**src/tap_pkg.sv**
```systemverilog
// tap_pkg: constants, states and carrier types for the FIFO test access port
// assumes a single system clock that oversamples the test clock pin
// Summary of operation
// - four test pins plus optional async reset
// - sample mode and data on rising test clock
// - outputs change only on falling test clock or test reset; fifoQOe and tapWasReset follow clk_sys
// - shift data into selected register on rise
// - drive serial output on falling edge
// - serial output driven only in shift states
// - floating data input reads as high
// - mode input steers states, floating reads high
// - test reset clears controller asynchronously
// - no power-up reset; host resets controller
// - fifo outputs tristate until controller reset
package tap_pkg;
    localparam int IR_WIDTH = 4;
    localparam int ID_WIDTH = 32;
    localparam int Q_WIDTH  = 36;
    // instruction codes
    localparam logic [3:0] INSTR_EXTEST   = 4'h0;
    localparam logic [3:0] INSTR_IDCODE   = 4'h2;
    localparam logic [3:0] INSTR_BYPASS   = 4'hf;
    // captured into the instruction register, low two bits per convention
    localparam logic [3:0] IR_CAPTURE     = 4'h1;
    // identification value; arbitrary, low bit must be one
    localparam logic [31:0] ID_VALUE_DEFAULT = 32'h0000_0001;

    typedef enum logic [3:0] {
        ST_RESET    = 4'h0,
        ST_IDLE     = 4'h1,
        ST_SEL_DR   = 4'h2,
        ST_CAP_DR   = 4'h3,
        ST_SHIFT_DR = 4'h4,
        ST_EXIT1_DR = 4'h5,
        ST_PAUSE_DR = 4'h6,
        ST_EXIT2_DR = 4'h7,
        ST_UPD_DR   = 4'h8,
        ST_SEL_IR   = 4'h9,
        ST_CAP_IR   = 4'ha,
        ST_SHIFT_IR = 4'hb,
        ST_EXIT1_IR = 4'hc,
        ST_PAUSE_IR = 4'hd,
        ST_EXIT2_IR = 4'he,
        ST_UPD_IR   = 4'hf
    } tap_state_t;

    // test pins as seen by the device
    typedef struct packed {
        logic tck;
        logic tms;
        logic tdi;
        logic trstN;
    } tap_pins_t;

    // serial output pin as data and enable
    typedef struct packed {
        logic tdo;
        logic tdoOe;
    } tap_out_t;
endpackage : tap_pkg
```
**src/fifo_jtag_tap.sv**
```systemverilog
// fifo_jtag_tap: test access port controller, instruction, id and bypass paths
// assumes pins are asynchronous to clk_sys and the test clock is much slower
`timescale 1ns/1ps
module fifo_jtag_tap
    import tap_pkg::*;
#(
    parameter logic [31:0] ID_VALUE = ID_VALUE_DEFAULT // arbitrary value
) (
    input  wire logic      clk_sys,
    input  wire logic      nrst,
    input  wire tap_pins_t pins,
    input  wire logic      tdiConn,
    input  wire logic      tmsConn,
    input  wire logic      fifoOutEnable,
    output tap_out_t       serOut,
    output logic           tapWasReset,
    output logic           fifoQOe
);
    // floating pins read high as with a pull-up
    logic tdiPin;
    logic tmsPin;
    assign tdiPin = tdiConn ? pins.tdi : 1'b1;
    assign tmsPin = tmsConn ? pins.tms : 1'b1;

    // two-stage synchronisers; first stage feeds only the second
    // reset to the idle pin levels (tck low, tms/tdi pulled high, test
    // reset released) so a system reset never looks like a test reset
    logic [3:0] sync1_reg;
    logic [3:0] sync2_reg;
    always_ff @(posedge clk_sys or negedge nrst) begin
        if (!nrst) begin
            sync1_reg <= 4'h7;
            sync2_reg <= 4'h7;
        end else begin
            sync1_reg <= {pins.tck, tmsPin, tdiPin, pins.trstN};
            sync2_reg <= sync1_reg;
        end
    end

    logic tckS;
    logic tmsS;
    logic tdiS;
    logic trstNS;
    assign tckS   = sync2_reg[3];
    assign tmsS   = sync2_reg[2];
    assign tdiS   = sync2_reg[1];
    assign trstNS = sync2_reg[0];

    // test clock edge finder
    logic tckLast_reg;
    always_ff @(posedge clk_sys or negedge nrst) begin
        if (!nrst) begin
            tckLast_reg <= 1'b0;
        end else begin
            tckLast_reg <= tckS;
        end
    end

    logic tckRise;
    logic tckFall;
    assign tckRise = tckS & ~tckLast_reg;
    assign tckFall = ~tckS & tckLast_reg;

    // held test reset: the only path not gated by the test clock
    logic tapClear;
    assign tapClear = ~trstNS;

    // standard controller next-state function
    function automatic tap_state_t tapNext(input tap_state_t s, input logic m);
        unique case (s)
            ST_RESET:    tapNext = m ? ST_RESET    : ST_IDLE;
            ST_IDLE:     tapNext = m ? ST_SEL_DR   : ST_IDLE;
            ST_SEL_DR:   tapNext = m ? ST_SEL_IR   : ST_CAP_DR;
            ST_CAP_DR:   tapNext = m ? ST_EXIT1_DR : ST_SHIFT_DR;
            ST_SHIFT_DR: tapNext = m ? ST_EXIT1_DR : ST_SHIFT_DR;
            ST_EXIT1_DR: tapNext = m ? ST_UPD_DR   : ST_PAUSE_DR;
            ST_PAUSE_DR: tapNext = m ? ST_EXIT2_DR : ST_PAUSE_DR;
            ST_EXIT2_DR: tapNext = m ? ST_UPD_DR   : ST_SHIFT_DR;
            ST_UPD_DR:   tapNext = m ? ST_SEL_DR   : ST_IDLE;
            ST_SEL_IR:   tapNext = m ? ST_RESET    : ST_CAP_IR;
            ST_CAP_IR:   tapNext = m ? ST_EXIT1_IR : ST_SHIFT_IR;
            ST_SHIFT_IR: tapNext = m ? ST_EXIT1_IR : ST_SHIFT_IR;
            ST_EXIT1_IR: tapNext = m ? ST_UPD_IR   : ST_PAUSE_IR;
            ST_PAUSE_IR: tapNext = m ? ST_EXIT2_IR : ST_PAUSE_IR;
            ST_EXIT2_IR: tapNext = m ? ST_UPD_IR   : ST_SHIFT_IR;
            ST_UPD_IR:   tapNext = m ? ST_SEL_DR   : ST_IDLE;
        endcase
    endfunction : tapNext

    // controller state; system reset puts it in idle so that power-up
    // does not count as a proper test reset
    tap_state_t state_reg;
    always_ff @(posedge clk_sys or negedge nrst) begin
        if (!nrst) begin
            state_reg <= ST_IDLE;
        end else if (tapClear) begin
            state_reg <= ST_RESET;
        end else if (tckRise) begin
            state_reg <= tapNext(state_reg, tmsS);
        end
    end

    // latched once the controller has reached test-logic-reset
    always_ff @(posedge clk_sys or negedge nrst) begin
        if (!nrst) begin
            tapWasReset <= 1'b0;
        end else if (state_reg == ST_RESET) begin
            tapWasReset <= 1'b1;
        end
    end

    // fifo data drivers stay off until the port was reset
    always_ff @(posedge clk_sys or negedge nrst) begin
        if (!nrst) begin
            fifoQOe <= 1'b0;
        end else begin
            fifoQOe <= tapWasReset & fifoOutEnable;
        end
    end

    // instruction register: shift stage and active copy
    logic [IR_WIDTH-1:0] irShift_reg;
    logic [IR_WIDTH-1:0] ir_reg;
    always_ff @(posedge clk_sys or negedge nrst) begin
        if (!nrst) begin
            irShift_reg <= IR_CAPTURE;
        end else if (tckRise) begin
            if (state_reg == ST_CAP_IR) begin
                irShift_reg <= IR_CAPTURE;
            end else if (state_reg == ST_SHIFT_IR) begin
                irShift_reg <= {tdiS, irShift_reg[IR_WIDTH-1:1]};
            end
        end
    end

    // active instruction updates on falling edge of update state
    always_ff @(posedge clk_sys or negedge nrst) begin
        if (!nrst) begin
            ir_reg <= INSTR_IDCODE;
        end else if (tapClear || (state_reg == ST_RESET)) begin
            ir_reg <= INSTR_IDCODE;
        end else if (tckFall && state_reg == ST_UPD_IR) begin
            ir_reg <= irShift_reg;
        end
    end

    logic selId;
    assign selId = (ir_reg == INSTR_IDCODE);

    // id and bypass data registers; other codes fall back to bypass
    logic [ID_WIDTH-1:0] idShift_reg;
    logic                bypass_reg;
    always_ff @(posedge clk_sys or negedge nrst) begin
        if (!nrst) begin
            idShift_reg <= 32'h0;
            bypass_reg  <= 1'b0;
        end else if (tckRise) begin
            if (state_reg == ST_CAP_DR) begin
                idShift_reg <= ID_VALUE;
                bypass_reg  <= 1'b0;
            end else if (state_reg == ST_SHIFT_DR) begin
                if (selId) begin
                    idShift_reg <= {tdiS, idShift_reg[ID_WIDTH-1:1]};
                end else begin
                    bypass_reg <= tdiS;
                end
            end
        end
    end

    // serial output and its enable change on the falling edge or clear on test reset,
    // so the host samples a stable value on the next rise
    always_ff @(posedge clk_sys or negedge nrst) begin
        if (!nrst) begin
            serOut <= '0;
        end else if (tapClear) begin
            serOut <= '0;
        end else if (tckFall) begin
            unique case (state_reg)
                ST_SHIFT_IR: begin
                    serOut.tdo   <= irShift_reg[0];
                    serOut.tdoOe <= 1'b1;
                end
                ST_SHIFT_DR: begin
                    serOut.tdo   <= selId ? idShift_reg[0] : bypass_reg;
                    serOut.tdoOe <= 1'b1;
                end
                default: begin
                    serOut.tdo   <= 1'b0;
                    serOut.tdoOe <= 1'b0;
                end
            endcase
        end
    end
endmodule : fifo_jtag_tap

```
**config.mk**
```make
export PLATFORM = sky130hd
export DESIGN_NAME = fifo_jtag_tap
export DESIGN_NICKNAME = d
export VERILOG_FILES = /design/src/tap_pkg.sv /design/src/fifo_jtag_tap.sv
export SDC_FILE = /design/constraint.sdc
export NUM_CORES = 1
export LEC_CHECK = 0
export BUFFER_PORTS_ARGS = -buffer_cell sky130_fd_sc_hd__buf_4
export CAP_MARGIN = 20
export CORE_MARGIN = 8
export CORE_UTILIZATION = 40
export CTS_BUF_LIST = sky130_fd_sc_hd__clkbuf_8
export DETAILED_ROUTE_END_ITERATION = 7
export PLACE_DENSITY_LB_ADDON = 0.08
export SYNTH_ARGS = -nofsm -noshare
export SYNTH_HDL_FRONTEND = slang
export SYNTH_SLANG_ARGS = --single-unit
```
**constraint.sdc**
```tcl
create_clock -name clk_sys -period 3.25 [get_ports clk_sys]
set_input_delay 0 -clock clk_sys [delete_from_list [all_inputs] [get_ports clk_sys]]
set_output_delay 0 -clock clk_sys [all_outputs]
set_load 0.02 [all_outputs]
```
Yosys cells after proc, flatten, opt, wreduce, memory -nomap -nowiden
Index checks and enable logic that the tools add are counted.

Bits in registers: 58. Latch bits: 0. Memory bits (writable): 0. ROM bits: 0. Input bits: 9. Output and inout bits: 4. Word-level logic and storage cells: 81. Memories: 0.

$add $sub $neg: 0. $mul: 0. Divide/modulo/power cells: 0. Magnitude comparators: 0. Equal/unequal tests: 19. Shifts and indexed selects: 0. Multiplexer cells: 31. Bitwise logic cells: 6. Reduce and logical (&&, ||, !) cells: 13.

Operators with widths (number): $mux 32 (3); $pmux 4 s12 (1); $mux 4 (10); $eq 4x4->1 const B (8); $eq 4x3->1 const B (4); $eq 4x2->1 const B (3); $mux 2 (5); $mux 1 (9); $reduce_bool 2->1 (4); $mux 3 (2); $ne 2x1->1 const B (3); $reduce_and 3->1 (2); $eq 4x1->1 const B (1); $logic_not 4->1 (1); $pmux 2 s2 (1); $reduce_or 2->1 (2); $and 1x1->1 (3); $not 1->1 (3); $reduce_or 3->1 (1); $reduce_and 2->1 (1); $logic_and 1x1->1 (1); $logic_or 1x1->1 (1).

Longest topological paths before layout
Depth in word-level cells: 5. Depth in mapped cells: 7. Gate-level depth less buffers: 4.

Worst setup path before layout
Ideal clock, no wire load.

Path type: register to register. Start: register state_reg[0]. End: register idShift_reg[10]. Setup time: 121 ps. Arrival: 1650 ps. Required time: 3129 ps. Slack: 1479 ps. Cell stages (with the launch flop): 8. Path buffers: 3. Period minus slack after synthesis: 1771 ps. Path through: dfstp_2 > buf_2 > and3b_1 > a21oi_1 > or3_1 > buf_2 > buf_6 > a22o_1.

Cells in the longest elaborated chain, start to end: 3. Elaborated cells on any way between the ends: 6. Those cells by class: eq/ne (2); mux (1); reduce/logical (3).

Ends and longest elaborated chain: start, declared (line fifo_jtag_tap.sv:92) `tap_state_t state_reg;`; start signal, assigned (line fifo_jtag_tap.sv:99) `state_reg <= tapNext(state_reg, tmsS);`; $eq 4x2->1 / $eq 4x3->1 (equally long branches) (line fifo_jtag_tap.sv:158, fifo_jtag_tap.sv:161); $reduce_bool 2->1 (no source line); $reduce_and 3->1 (no source line); end signal, assigned (line fifo_jtag_tap.sv:163) `idShift_reg <= {tdiS, idShift_reg[ID_WIDTH-1:1]};`; end, declared (line fifo_jtag_tap.sv:151) `logic [ID_WIDTH-1:0] idShift_reg;`.

Parallel ways exist; a longest one is shown, timed or not. A chain may end at the register's enable or synchronous reset.

Worst setup path in the final report
Start: register state_reg[2]. End: register idShift_reg[0].

Same word-level chain as after synthesis.

==> impl_metrics.py <==
metrics = {
    "status": {
        "status": "finished clean",
    },
    "critical_path": {
        "reg2reg_from": "state_reg[2]$_DFFE_PN0P_",
        "ff2ff_path_depth": 5,
        "crit_slowest_cell": "or4_4",
        "critPathMaxFanout": 20,
        "critPathCapture": "idShift_reg[0]$_DFFE_PN0P_",
        "critPathRequiredTime_ps": 3410,
        "r2r-end": "idShift_reg[0]$_DFFE_PN0P_",
        "endpoint_kind": "flop",
        "max_stage_delay_ps": 570,
        "start_kind": "flop",
        "worstSetupPathType": "reg -> reg",
        "timing.critical_path.from": "state_reg[2]$_DFFE_PN0P_",
        "critPathArrivalTime_ps": 2510,
        "path_cells": "inv_2 -> or4_4 -> nor3_4 -> buf_4 -> a22oi_1",
        "rrSetupSlack_ps": 890,
    },
    "floorplan": {
        "initial_core_util_pct": 41.29,
        "rows": 28,
        "die-area_mm2": 0.008870,
        "die_height_um": 94.18,
        "core_mm2": 0.005921,
        "die_w_um": 94.18,
        "io_pins": 13,
    },
    "pwr": {
        "p_int_w": 0.001175,
        "switching_power_w": 0.0003200,
        "comb_power_share_pct": 4.1,
        "power_w": 0.001495,
        "power.leakage_nw": 1.277,
        "ir_worst_vdd_mv": 0.2836,
        "p_seq_share_pct": 50.5,
        "switching_share_pct": 21.41,
        "clockPowerShare_pct": 45.4,
        "cellPowerDensity_mw_per_mm2": 531.0,
    },
    "grt": {
        "grt_pass1_vias": 1527,
        "grt.total_usage_pct": 11.38,
        "grt_overflow": 0,
        "grt_max_degree": 59,
        "antenna_found_initial": 0,
        "grt_pass1_wl_um": 7707,
    },
    "layout": {
        "final_cell_mix": "49 x dfrtp_1, 32 x a22o_1, 13 x buf_4, 12 x clkbuf_8",
        "largest_reg_flops": 32,
        "drive_gt1_share_pct": 19.00,
        "syn2layout_area_growth_pct": 15.15,
        "fin_area_mm2": 0.002815,
        "finish.net_count": 225,
        "n_antenna_cell": 0,
        "fillers": 528,
        "final_core_util_pct": 47.55,
        "final_common_cell": "dfrtp_1",
    },
    "logic_synthesis": {
        "syn_area_per_cell_um2": 12.29,
        "ys.flop_type": "dfrtp_1",
        "synth_cell_types": 42,
        "yosysSeqAreaShare_pct": 59.83,
        "syn_inst": 199,
        "syn-num-nets": 208,
        "ys_async_sr_fraction_pct": 100.0,
        "yosys_register_bits": 58,
        "synth_edf_count": 0,
        "synth_area_mm2": 0.002445,
        "ys_warn_count": 0,
    },
    "clock_tree": {
        "clockBufferDepth": 2,
        "numCtsBuffers": 9,
        "clock_latency_ps": 340,
        "clkTransAtPathRegs_ps": 60,
        "hold_buffers": 8,
        "clock-root-buffer": "clkbuf_8",
        "cts_max_level": 3,
        "numClockSinks": 58,
        "post_cts_buffers": 0,
        "cts_tree": "built",
        "cts-resized-gates": 0,
    },
    "placed_design": {
        "place_congestion": 0.8200,
        "dpl-instance-area_mm2": 0.002527,
        "dp_hpwl_um": 2796,
        "dp_worst_setup_slack_ps": 916.6,
        "port_buffers": 12,
    },
    "timing": {
        "fin_worst_skew_ps": 6.831,
        "period_share_pct": 72.49,
        "maxSlewHeadroom_pct": 32.07,
        "setup_tns_ps": 0,
        "setup_slack_ps": 894.2,
        "fin_crit_ps": 2356,
        "slew_violations": 0,
        "rsz0062_at_grt": "false",
        "fmax_mhz": 424.5,
        "hold_viol_final": 0,
        "finalSetupViolations": 0,
        "worst_slew_pin_slew_ps": 1019,
    },
    "drt": {
        "via_per_inst": 5.385,
        "drc": 0,
        "vias": 1594,
        "drtPass1Iterations": 4,
        "ant_nets": 0,
        "routedWlPerCell_um": 15.29,
        "drtIter0Drc": 125,
        "wl_um": 4525,
    },
    "run": {
        "maxCapViolCount": 0,
    },
    "worst_hold_path": {
        "hp-class": "in -> async",
    },
}
[Yosys cell counts, drive strengths merged, types with 2 or more instances]
cell type / instances / area share, %
o211ai: 3 / 0.92
a211o: 2 / 0.72
a21oi: 7 / 1.4
o31ai: 2 / 0.61
dfrtp: 49 / 50
nor2: 9 / 1.4
a211oi: 2 / 0.61
nor3: 6 / 1.7
clkbuf: 4 / 0.61
nand2b: 6 / 1.5
mux2i: 6 / 2.5
nand4: 2 / 0.51
a22o: 32 / 11
and3: 3 / 0.77
dfstp: 9 / 9.7
nor2b: 7 / 1.8
buf: 11 / 3.8
inv: 7 / 1.1
nand2: 8 / 1.2
o21ai: 6 / 1.2
a32oi: 2 / 0.72
[cells by family after synthesis]
group,synth area share [%]
AOI/OAI and AO/OA,19.35
xor gates and xnor gates,0.3583
buffers and inverters,5.526
DFF,59.83
muxes,2.457
and+or+nand+nor,12.49
[routing by layer]
layer | share of wire, % | global-route usage (%) | routed length (µm)
met5 | 0 | 0 | 0
met4 | 1.5 | 4.491 | 68
met3 | 6.1 | 5.675 | 275
met2 | 43 | 14.19 | 1940
met1 | 49 | 16.00 | 2239
[per-stage QoR]
stage,hold slack [ps],cells
final,248.5,296
after global routing,300.1,296
after CTS,271.8,296
after detailed placement,100.7,272
after global placement,87.43,272
after floorplan,-295.6,199
[cell type report]
class,count,area [µm²],area share (%)
Clock inverter,4,42.54,1.511
Tap cell,75,93.84,3.333
Sequential cell,58,1463,51.96
Multi-Input combinational cell,119,847.1,30.09
Clock buffer,12,165.2,5.867
Timing Repair Buffer,21,177.7,6.311
Inverter,7,26.28,0.9333
[worst max-delay path: cells and delay by family (launching register included)]
family / cells / cell delay, ps
buffers and inverters: 2 / 460
AND/OR/NAND/NOR: 2 / 1030
flip-flops: 1 / 560
AO/OA/AOI/OAI: 1 / 120
[power groups by stage]
stage | registers [W] | logic [W] | clock network, W
after CTS | 0.000754 | 0.0000631 | 0.000710
after global placement | 0.000767 | 0.0000541 | 0
final | 0.000755 | 0.0000616 | 0.000679
after global routing | 0.000757 | 0.0000689 | 0.000739
after floorplan | 0.000757 | 0.0000334 | 0
after detailed placement | 0.000767 | 0.0000553 | 0
[how the worst min path moves through the flow]
stage,start,to,depth (start not counted)
final,nrst,tapWasReset$_DFFE_PN0P_,2
after global routing,nrst,irShift_reg[1]$_DFFE_PN0P_,2
after CTS,nrst,idShift_reg[28]$_DFFE_PN0P_,2
after detailed placement,nrst,fifoQOe$_DFF_PN0_,1
after global placement,nrst,fifoQOe$_DFF_PN0_,1
after floorplan,nrst,bypass_reg$_DFFE_PN0P_,0
No activity file was read; power rests on OpenSTA's default activity.
